==> config.mk <==
export PLATFORM = sky130hd
export DESIGN_NAME = vcr_vc0_resource_regs
export DESIGN_NICKNAME = d
export VERILOG_FILES = /design/src/logic/vcr_pkg.sv /design/src/logic/vcr_vc0_resource_regs.sv /design/src/logic/vcr_table_loader.sv
export SDC_FILE = /design/constraint.sdc
export NUM_CORES = 1
export LEC_CHECK = 0
export ABC_AREA = 1
export BUFFER_PORTS_ARGS = -buffer_cell sky130_fd_sc_hd__buf_2
export CORE_ASPECT_RATIO = 0.5
export CORE_MARGIN = 2
export CORE_UTILIZATION = 30
export DETAILED_ROUTE_END_ITERATION = 12
export SYNTH_ARGS = -nofsm -noshare
export SYNTH_HDL_FRONTEND = slang
export SYNTH_SLANG_ARGS = --single-unit
==> constraint.sdc <==
create_clock -name clk_sys -period 2.4 [get_ports clk_sys]
set_input_delay 0.36 -clock clk_sys [delete_from_list [all_inputs] [get_ports clk_sys]]
set_output_delay 0.36 -clock clk_sys [all_outputs]
set_load 0.005 [all_outputs]
==> src/logic/vcr_pkg.sv <==
// vcr_pkg: offsets, field positions, reset values and carriers for the
// resource 0 register block. Assumes a 32-bit APB master on clk_sys.
package vcr_pkg;

    // register byte addresses
    localparam int          ADDR_W      = 12;
    localparam logic [11:0] CAP_OFF     = 12'h210;
    localparam logic [11:0] CTL_OFF     = 12'h214;
    localparam logic [11:0] STS_OFF     = 12'h218;

    // capability fields
    localparam int          ARB_CAP_LSB = 0;
    localparam int          SLOTS_LSB   = 16;
    localparam int          TBL_OFF_LSB = 24;
    localparam logic [7:0]  ARB_CAP_UP  = 8'h03;
    localparam logic [7:0]  ARB_CAP_DN  = 8'h01;
    localparam logic [6:0]  SLOTS_VAL   = 7'h00;
    localparam logic [7:0]  TBL_OFF_UP  = 8'h02;
    localparam logic [7:0]  TBL_OFF_DN  = 8'h00;

    // control fields
    localparam int          MAP_LSB     = 0;
    localparam int          LOAD_BIT    = 16;
    localparam int          SEL_LSB     = 17;
    localparam int          CHAN_ID_LSB = 24;
    localparam int          CHAN_EN_BIT = 31;
    localparam logic [7:0]  MAP_RST     = 8'hFF;
    localparam logic [2:0]  SEL_RST     = 3'h0;
    localparam logic [2:0]  CHAN_ID_VAL = 3'h0;
    localparam logic        CHAN_EN_VAL = 1'b1;

    // status field
    localparam int          STS_BIT     = 0;

    // arbitration table words copied per load (32 phases, 8 per word)
    localparam int          TBL_WORDS   = 4;

    typedef struct packed {
        logic        psel;
        logic        penable;
        logic        pwrite;
        logic [11:0] paddr;
        logic [31:0] pwdata;
    } vcr_apb_req_t;

    typedef struct packed {
        logic [31:0] prdata;
        logic        pready;
        logic        pslverr;
    } vcr_apb_rsp_t;

endpackage

==> src/logic/vcr_vc0_resource_regs.sv <==
// vcr_vc0_resource_regs: capability, control and table status registers
// of virtual channel resource 0, reached over APB. Assumes the table
// entry logic pulses tableEntryWr on clk_sys and the arbiter takes
// one table word per tableLoadStrobe.
//
// Local design decision: register access over APB.
`timescale 1ns/1ns
`default_nettype none

// Notes on behaviour
// - time slots field reads zero, read-only
// - table offset reads 0x2 upstream, 0x0 downstream
// - class map resets 0xFF, bit 0 fixed
// - writing load trigger copies table to arbiter
// - load only when selected scheme uses table
// - writing zero to trigger does nothing
// - load trigger acts only in upstream port
// - load trigger always reads zero
// - scheme select writable, resets zero, any 3-bit value stored
// - channel identifier reads zero, read-only
// - channel enable reads one, read-only
// - capability bits: 0x3 upstream, 0x1 downstream
// - status sets on entry write on upstream port only, clears after load
module vcr_vc0_resource_regs
    import vcr_pkg::*;
#(
    parameter int N_WORDS = TBL_WORDS,
    parameter int IDX_W   = $clog2(N_WORDS)
) (
    // clock and reset
    input  wire logic             clk_sys,
    input  wire logic             rst_n,
    // apb slave
    input  wire vcr_apb_req_t     apbReq,
    output vcr_apb_rsp_t          apbRsp,
    // port role strap, high on the upstream port
    input  wire logic             upstreamStrap,
    // table entry logic
    input  wire logic             tableEntryWr,
    // arbiter side
    output logic [7:0]            classMap,
    output logic [2:0]            arbSchemeSel,
    output logic                  tableLoadStrobe,
    output logic [IDX_W-1:0]      tableLoadIdx,
    output logic                  arbTableStatus
);

    // strap synchroniser
    logic strapMeta_q;
    logic strapMeta_d;
    logic isUp_q;
    logic isUp_d;

    always_comb begin
        strapMeta_d = upstreamStrap;
        isUp_d      = strapMeta_q;
    end

    always_ff @(posedge clk_sys) begin
        if (!rst_n) begin
            strapMeta_q <= 1'b0;
            isUp_q      <= 1'b0;
        end else begin
            strapMeta_q <= strapMeta_d;
            isUp_q      <= isUp_d;
        end
    end

    // bus decode
    logic setupPh;
    logic accessPh;
    logic hitCap;
    logic hitCtl;
    logic hitSts;
    logic hitAny;
    logic wrCtl;

    assign setupPh  = apbReq.psel && !apbReq.penable;
    assign accessPh = apbReq.psel && apbReq.penable;

    always_comb begin
        hitCap = 1'b0;
        hitCtl = 1'b0;
        hitSts = 1'b0;
        if (apbReq.paddr == CAP_OFF) begin
            hitCap = 1'b1;
        end else if (apbReq.paddr == CTL_OFF) begin
            hitCtl = 1'b1;
        end else if (apbReq.paddr == STS_OFF) begin
            hitSts = 1'b1;
        end
    end

    assign hitAny = hitCap || hitCtl || hitSts;
    assign wrCtl  = accessPh && apbReq.pwrite && hitCtl;

    // fixed capability and control values
    logic [7:0]  arbCap;
    logic [7:0]  tblOff;
    logic [31:0] capWord;
    logic [31:0] ctlWord;
    logic [31:0] stsWord;

    assign arbCap = isUp_q ? ARB_CAP_UP : ARB_CAP_DN;
    assign tblOff = isUp_q ? TBL_OFF_UP : TBL_OFF_DN;

    always_comb begin
        capWord = 32'h0000_0000;
        capWord[ARB_CAP_LSB +: 8] = arbCap;
        capWord[SLOTS_LSB +: 7]   = SLOTS_VAL;
        capWord[TBL_OFF_LSB +: 8] = tblOff;
    end

    // control register state
    logic [7:1] mapHi_q;
    logic [7:1] mapHi_d;
    logic [2:0] sel_q;
    logic [2:0] sel_d;

    always_comb begin
        mapHi_d = mapHi_q;
        sel_d   = sel_q;
        if (wrCtl) begin
            mapHi_d = apbReq.pwdata[MAP_LSB+1 +: 7];
            sel_d   = apbReq.pwdata[SEL_LSB +: 3];
        end
    end

    always_ff @(posedge clk_sys) begin
        if (!rst_n) begin
            mapHi_q <= MAP_RST[7:1];
            sel_q   <= SEL_RST;
        end else begin
            mapHi_q <= mapHi_d;
            sel_q   <= sel_d;
        end
    end

    always_comb begin
        ctlWord = 32'h0000_0000;
        ctlWord[MAP_LSB +: 8]     = {mapHi_q, MAP_RST[0]};
        ctlWord[LOAD_BIT]         = 1'b0;
        ctlWord[SEL_LSB +: 3]     = sel_q;
        ctlWord[CHAN_ID_LSB +: 3] = CHAN_ID_VAL;
        ctlWord[CHAN_EN_BIT]      = CHAN_EN_VAL;
    end

    // table load request
    logic tableUsed;
    logic loadStart;
    logic loadBusy;
    logic loadDone;

    // scheme 0 is fixed round robin and needs no table
    assign tableUsed = (sel_q != 3'h0) && arbCap[sel_q];
    assign loadStart = wrCtl && apbReq.pwdata[LOAD_BIT]
                       && isUp_q
                       && tableUsed
                       && !loadBusy;

    vcr_table_loader #(
        .N_WORDS (N_WORDS),
        .IDX_W   (IDX_W)
    ) u_loader (
        .clk_sys (clk_sys),
        .rst_n   (rst_n),
        .start   (loadStart),
        .busy    (loadBusy),
        .done    (loadDone),
        .strobe  (tableLoadStrobe),
        .idx     (tableLoadIdx)
    );

    // table status: an entry write in the finishing cycle keeps it set
    logic sts_q;
    logic sts_d;

    always_comb begin
        sts_d = sts_q;
        if (tableEntryWr) begin
            sts_d = 1'b1;
        end else if (loadDone) begin
            sts_d = 1'b0;
        end
        if (!isUp_q) begin
            sts_d = 1'b0;
        end
    end

    always_ff @(posedge clk_sys) begin
        if (!rst_n) begin
            sts_q <= 1'b0;
        end else begin
            sts_q <= sts_d;
        end
    end

    always_comb begin
        stsWord = 32'h0000_0000;
        stsWord[STS_BIT] = sts_q;
    end

    // read data is captured in the setup cycle
    logic [31:0] rdata_q;
    logic [31:0] rdata_d;
    logic        err_q;
    logic        err_d;

    always_comb begin
        rdata_d = rdata_q;
        err_d   = err_q;
        if (setupPh) begin
            err_d   = !hitAny;
            rdata_d = 32'h0000_0000;
            if (!apbReq.pwrite) begin
                if (hitCap) begin
                    rdata_d = capWord;
                end else if (hitCtl) begin
                    rdata_d = ctlWord;
                end else if (hitSts) begin
                    rdata_d = stsWord;
                end
            end
        end
    end

    always_ff @(posedge clk_sys) begin
        if (!rst_n) begin
            rdata_q <= 32'h0000_0000;
            err_q   <= 1'b0;
        end else begin
            rdata_q <= rdata_d;
            err_q   <= err_d;
        end
    end

    always_comb begin
        apbRsp.prdata  = rdata_q;
        apbRsp.pready  = 1'b1;
        apbRsp.pslverr = accessPh && err_q;
    end

    assign classMap       = {mapHi_q, MAP_RST[0]};
    assign arbSchemeSel   = sel_q;
    assign arbTableStatus = sts_q;

    logic rdCap;
    logic rdCtl;
    assign rdCap = setupPh && !apbReq.pwrite && hitCap;
    assign rdCtl = setupPh && !apbReq.pwrite && hitCtl;
endmodule
`default_nettype wire

==> src/logic/vcr_table_loader.sv <==
// vcr_table_loader: walks the arbitration table words once per start,
// one word strobe per cycle. Assumes start is a single-cycle pulse.
`timescale 1ns/1ns
`default_nettype none
module vcr_table_loader
    import vcr_pkg::*;
#(
    parameter int N_WORDS = TBL_WORDS,
    parameter int IDX_W   = $clog2(N_WORDS)
) (
    // clock and reset
    input  wire logic             clk_sys,
    input  wire logic             rst_n,
    // control
    input  wire logic             start,
    output logic                  busy,
    output logic                  done,
    // copy strobes
    output logic                  strobe,
    output logic [IDX_W-1:0]      idx
);

    typedef enum logic {LD_IDLE, LD_COPY} vcr_ld_state_t;

    vcr_ld_state_t    state_q;
    vcr_ld_state_t    state_d;
    logic [IDX_W-1:0] idx_q;
    logic [IDX_W-1:0] idx_d;
    logic             lastWord;

    localparam logic [IDX_W-1:0] LAST_IDX = IDX_W'(N_WORDS - 1);

    assign lastWord = (idx_q == LAST_IDX);

    always_comb begin
        state_d = state_q;
        idx_d   = idx_q;
        case (state_q)
            LD_IDLE: begin
                if (start) begin
                    state_d = LD_COPY;
                    idx_d   = '0;
                end
            end
            LD_COPY: begin
                if (lastWord) begin
                    state_d = LD_IDLE;
                end else begin
                    idx_d = idx_q + IDX_W'(1);
                end
            end
            default: state_d = LD_IDLE;
        endcase
    end

    always_ff @(posedge clk_sys) begin
        if (!rst_n) begin
            state_q <= LD_IDLE;
            idx_q   <= '0;
        end else begin
            state_q <= state_d;
            idx_q   <= idx_d;
        end
    end

    assign busy   = (state_q == LD_COPY);
    assign strobe = busy;
    assign idx    = idx_q;
    assign done   = busy && lastWord;
endmodule
`default_nettype wire

==> results of run 1 <==
## how the worst max path moves through the flow
| stage | from | endpoint | slack, ns | cells after the start |
|---|---|---|---|---|
| 6_report | apbReq[35] | arbSchemeSel[0]$_SDFFE_PN0P_ | 1.14 | 9 |
| 3_5_place_dp | apbReq[35] | mapHi_q[5]$_SDFFE_PN1P_ | 0.86 | 8 |
| 2_1_floorplan | apbReq[39] | mapHi_q[2]$_SDFFE_PN1P_ | 1.03 | 9 |
| 5_1_grt | apbReq[35] | mapHi_q[6]$_SDFFE_PN1P_ | 1.01 | 8 |
| 3_3_place_gp | apbReq[35] | mapHi_q[5]$_SDFFE_PN1P_ | 0.91 | 8 |
| 4_1_cts | apbReq[35] | arbSchemeSel[0]$_SDFFE_PN0P_ | 1.15 | 9 |
## final cells by class
type / count / area share (%)
repair buffers: 58 / 15.89
multi-input cells: 140 / 35.03
clock inverters: 2 / 3.259
well taps: 66 / 4.481
clock buffers: 6 / 4.481
flip-flops and latches: 30 / 32.59
inverters: 21 / 4.277
## sequential cells by signal (all words and copies together), names as in the netlist
signal,count
isUp_d,1
rdata_q,13
isUp_q,1
u_loader.idx,2
err_q,1
arbTableStatus,1
mapHi_q,7
u_loader.busy,1
arbSchemeSel,3
## layer usage
metal	wire length (um)	global-route usage, %	up-vias	share of wire [%]
met1	1478	14.79	588	46
met5	0	0	-	0
met3	194	3.303	4	6.1
li1	-	-	690	-
met2	1480	20.07	44	46
met4	38	5.333	0	1.2
## power by group through the flow
| stage | clock [uW] | combinational, uW | sequential, uW |
|---|---|---|---|
| 6_report | 629 | 66.1 | 502 |
| 3_3_place_gp | 0 | 65.0 | 513 |
| 2_1_floorplan | 0 | 58.1 | 513 |
| 4_1_cts | 644 | 66.6 | 502 |
| 5_1_grt | 664 | 77.8 | 502 |
| 3_5_place_dp | 0 | 66.5 | 513 |
## worst register-to-register path, delay by kind of cell, from the launching register on
family / cells / cell delay (ns)
AO/OA/AOI/OAI: 2 / 0.20
buffers and inverters: 2 / 0.10
AND/OR/NAND/NOR: 1 / 0.10
adder cells (fa/ha/maj): 1 / 0.18
flip-flops: 1 / 0.36
## per-stage QoR
step | cells | worst slack (ns)
after floorplan | 217 | 1.032
after global placement | 315 | 0.9116
after detailed placement | 315 | 0.8567
after CTS | 323 | 1.152
after global routing | 323 | 1.012
final | 323 | 1.138
## layout by cell type (no fill, tap or decap)
cell type / instances
buf_2: 57
nand2_1: 50
dfxtp_1: 30
conb_1: 21
inv_1: 20
nand3_1: 18
a21oi_1: 17
nor2_1: 15
clkbuf_8: 6
o21ai_0: 3
nand2_2: 3
nor2_2: 3
nand4_1: 2
nor3_1: 2
bufinv_16: 2
nor2_4: 1
inv_2: 1
o2111ai_1: 1
nor2_8: 1
and2_4: 1
nand2_4: 1
ha_1: 1
buf_4: 1
## cell families (layout without fill, tap and decap cells)
| family | after synthesis | after routing |
|---|---|---|
| AOI/OAI and AO/OA | 21 | 21 |
| buffers and inverters | 47 | 87 |
| DFF | 30 | 30 |
| and+or+nand+nor | 97 | 97 |
| other | 2 | 21 |
| adders and majority gates | 1 | 1 |
==> results.json, run 1 <==
{
  "num-nets-final": 308,
  "p_int_uw": 968.3,
  "combPwrFrac_pct": 5.5,
  "power_density_mw_per_mm2": 649.8,
  "synth-compound-area-share_pct": 7.532,
  "critPathTopFamily": "simple AND/OR/NAND/NOR gates",
  "finalMaxSlewViolations": 0,
  "hold_path_startpoint": "upstreamStrap",
  "timing.rr.start": "u_loader.idx[0]$_SDFFE_PN0P_",
  "final_area_sq_mm": 0.001843,
  "synth_ff_type": "dfxtp_1",
  "power.total_uw": 1198,
  "syn2layout_area_growth_pct": 27.53,
  "clk_path_buf_depth": 2,
  "r2r-end": "u_loader.idx[0]$_SDFFE_PN0P_",
  "rsz0062_at_grt": "false",
  "grt_max_degree": 17,
  "required_ns": 2.62,
  "seqCellArea_sq_um": 600.6,
  "switching_share_pct": 19.15,
  "coreArea_sq_mm": 0.004509,
  "synthTopCellsByCount": "50 x nand2_1, 30 x dfxtp_1, 21 x buf_4, 20 x inv_1, 18 x nand3_1",
  "hold_violations": 0,
  "async_flop_share_pct": 0,
  "hold_depth": 3,
  "worst_path_most_repeated_cell": "nand2_1",
  "ant_nets": 0,
  "cp_slowest_stage_delay_ns": 0.27,
  "endpoint_kind": "flop",
  "vias": 1326,
  "multi_input_area_sq_um": 645.6,
  "dpl_cell_area_sq_mm": 0.001700,
  "cts_made_buffers": 5,
  "remaining_drc_errors": 0,
  "synth.most_common_cell": "nand2_1",
  "fin_crit_ns": 1.262,
  "dpl.hpwl_um": 2489,
  "synth_top_cell_by_area": "dfxtp_1",
  "clk_latency_ns": 0.28,
  "setup_viol": 0,
  "wl_per_cell_um": 9.882,
  "tns_ns": 0,
  "first_iter_violations": 74,
  "n_antenna_cell": 0,
  "synth_top_family_by_area": "simple AND/OR/NAND/NOR gates",
  "clk_root_buffer_cell": "clkbuf_8",
  "grt_pass1_wl_um": 4885,
  "synth_area_per_cell_sq_um": 7.299,
  "critPathArrivalTime_ns": 1.48,
  "max-vdd-ir-drop_v": 0.0002813,
  "cts_resized": 0,
  "synth_mux_area_share_pct": 0,
  "cts.sinks": 30,
  "cts_tree": "built",
  "globalplace.congestion": 0.7882,
  "rrSetupSlack_ns": 1.35,
  "p_clk_share_pct": 52.5,
  "whs_ns": 0.2598,
  "fmax_mhz": 792.2,
  "post_cts_buffers": 0,
  "synth_cell_types": 22,
  "syn_area_sq_mm": 0.001445,
  "slowest_stage": "and2_4",
  "clk_pin_slew_ns": 0.06,
  "rows": 17,
  "yosysTopAreaCellShare_pct": 41.56,
  "viasPerCell": 4.105,
  "grtUsageTotal_pct": 12.05,
  "die_y_um": 53.08,
  "crit_chain": "buf_2 > inv_1 > nand2_1 > nor2_1 > and2_4 > nand2_4 > nand2_1 > nand2_1 > nor2_1",
  "ys_seq_area_share_pct": 41.56,
  "fp.dieW_um": 102.2,
  "grt_overflow_total": 0,
  "synthAdderAreaFrac_pct": 0.8658,
  "cp_max_fo": 13,
  "cap_viol_max_count": 0,
  "start_util_pct": 32.05,
  "r2r_cells": 6,
  "grt_pass1_vias": 1085,
  "netlist_top_cells_area": "dfxtp_1 42%, nand2_1 13%, buf_4 11%",
  "dr.pass1.iters": 4,
  "status": "finished, final reports clean",
  "finClkSkew_ns": 0.004492,
  "p_leak_uw": 0.0009884,
  "p_switching_uw": 229.3,
  "ios": 100,
  "hold_buffers": 0,
  "ys_ff_latch": 30,
  "min_path_type": "in2reg",
  "yosys.area_share.simple_pct": 30.82,
  "drive_gt1_share_pct": 29.96,
  "worstSetupStartpointType": "input port",
  "antenna_found_initial": 0,
  "final_util_pct": 40.87,
  "fin_crit_sh_pct": 52.60,
  "ys_warn_count": 0,
  "synth_edf_count": 0,
  "p_seq_share_pct": 41.9,
  "synth_xor_area_share_pct": 0,
  "dieArea_sq_mm": 0.005422,
  "hold_end": "isUp_d$_SDFF_PN0_",
  "cp_num_buf_inv": 2,
  "portBuffers": 57,
  "nFillCells": 476,
  "synth_cells": 198,
  "critPathKind": "in2reg",
  "drt_wl_total_um": 3192,
  "htreeDepth": 2
}
No activity file was read; power rests on OpenSTA's default activity.
==> inputs of run 2 (changes only) <==
Clock period 2.4 ns to 1.1 ns, I/O delays scaled along.
==> run 2 against run 1 <==
Cell count rose by 5.3%. Hold slack worse by 0.20 ns. Count of clock-buffer cells in the layout is the same. Global-route usage increased by 1.6 points. Total power grew 84%. Non-clock buffer count up 16. Via count increased by 3.2%. Critical path depth shrank 7. Sequential power increased by 120%. Largest power group is now sequential cells. First-iteration DRC count down 30%. Clock power increased by 47%. Largest cell class unchanged. Sequential share of layout area down 1.7 points.
==> results.json, run 2 (same netlist as run 1, synthesis figures left out) <==
{
  "status": "finished, final reports clean",
  "grt_overflow_total": 0,
  "fp.dieW_um": 102.2,
  "setup_viol": 0,
  "critPathKind": "reg2out",
  "post_cts_buffers": 0,
  "cap_viol_max_count": 0,
  "dp_cells": 331,
  "critPathArrivalTime_ns": 0.87,
  "final_cells": 340,
  "p_switching_uw": 527.5,
  "dieArea_sq_mm": 0.005422,
  "combPwrFrac_pct": 8.3,
  "viasPerCell": 4.024,
  "ios": 100,
  "grtUsageTotal_pct": 13.61,
  "cts_resized": 0,
  "clk_pin_slew_ns": 0.07,
  "antenna_found_initial": 0,
  "globalplace.congestion": 0.7605,
  "clk_root_buffer_cell": "clkbuf_8",
  "clk_path_buf_depth": 2,
  "wl_per_cell_um": 10.19,
  "grt_max_degree": 16,
  "endpoint_kind": "output pin",
  "final_util_pct": 43.26,
  "final_common_cell": "buf_2",
  "start_util_pct": 32.05,
  "hold_violations": 0,
  "drive_gt1_share_pct": 37.59,
  "cp_max_fo": 3,
  "cts_made_buffers": 5,
  "fmax_mhz": 969.0,
  "coreArea_sq_mm": 0.004509,
  "largest_register_ffs": 13,
  "rsz0062_at_grt": "false",
  "grt_pass1_wl_um": 5485,
  "finClkSkew_ns": 0.003310,
  "portBuffers": 57,
  "ant_nets": 0,
  "remaining_drc_errors": 0,
  "die_y_um": 53.08,
  "min_path_type": "in2reg",
  "clk_latency_ns": 0.28,
  "p_clk_share_pct": 42.0,
  "required_ns": 0.94,
  "cts.sinks": 30,
  "syn2layout_area_growth_pct": 34.98,
  "n_antenna_cell": 0,
  "power.total_uw": 2200,
  "max-vdd-ir-drop_v": 0.0003877,
  "hold_buffers": 0,
  "power_density_mw_per_mm2": 1128,
  "grt_pass1_vias": 1237,
  "p_int_uw": 1673,
  "p_leak_uw": 0.001044,
  "p_seq_share_pct": 49.8,
  "vias": 1368,
  "rows": 17,
  "htreeDepth": 2,
  "dr.pass1.iters": 4,
  "finalMaxSlewViolations": 0,
  "first_iter_violations": 52,
  "num-nets-final": 325,
  "drt_wl_total_um": 3466,
  "dpl.hpwl_um": 2752,
  "worstSetupStartpointType": "flop",
  "fin_crit_ns": 1.032,
  "switching_share_pct": 23.97,
  "top_register": "rdata_q",
  "fin_crit_sh_pct": 93.82,
  "final_cell_mix": "57 x buf_2, 50 x nand2_1, 28 x dfxtp_1",
  "cts_tree": "built"
}
-- run 2: cell types whose count changed in the layout (fill, tap and decap cells not counted), sizes merged --
cell and change:
buf +16, bufinv -2, clkinvlp +2, clkinv +1
-- run 2: critical path, cell delays in order (launching register included) --
cell,delay (ns)
dfxtp_1,0.32
buf_4,0.14
buf_2,0.12
-- run 2: cell type report --
type                    count  area, sq um
clock buffers               6        82.58
clock inverters             2        12.51
fillers                   475         2559
inverters                  21        86.33
multi-input cells         140        665.6
flip-flops and latches     30        603.1
well taps                  66        82.58
repair buffers             74        412.9
repair inverters            1        5.005
-- run 2: stage by stage --
step           hold WS (ns)  setup TNS [ns]  cell area (sq um)  setup WS (ns)
3_5_place_dp         0.3544          -3.518               1838        -0.2103
3_3_place_gp         0.3482          -3.091               1838        -0.1551
2_1_floorplan        0.2626         -0.5558               1534       -0.06217
5_1_grt             0.07092               0               1951       0.009096
4_1_cts             0.05937               0               1933        0.02889
6_report            0.05943               0               1951        0.06800
-- run 2: worst paths after layout --
kind | cells past startpoint | end | start | slack (ns)
worst min register to register | 2 | isUp_q$_SDFF_PN0_ | isUp_d$_SDFF_PN0_ | 0.42
worst min-delay path | 3 | isUp_d$_SDFF_PN0_ | upstreamStrap | 0.06
worst max register to register | 6 | u_loader.idx[0]$_SDFFE_PN0P_ | u_loader.idx[0]$_SDFFE_PN0P_ | 0.08
worst max-delay path | 2 | arbSchemeSel[1] | arbSchemeSel[1]$_SDFFE_PN0P_ | 0.07
-- run 2: power groups by stage --
| stage | sequential, uW | clock (uW) | combinational, uW |
|---|---|---|---|
| after floorplan | 1120 | 0 | 130 |
| after global placement | 1120 | 0 | 177 |
| after detailed placement | 1120 | 0 | 179 |
| after CTS | 1100 | 946 | 180 |
| after global routing | 1090 | 1000 | 206 |
| final | 1100 | 924 | 182 |
-- run 2: metal layers --
layer | wire, um | GRT usage (%) | share of wire, % | vias up
met5 | 0 | 0 | 0 | -
met4 | 38 | 4.000 | 1.1 | 0
met3 | 161 | 4.624 | 4.6 | 6
met2 | 1650 | 23.68 | 48 | 36
met1 | 1616 | 16.14 | 47 | 603
li1 | - | - | - | 723
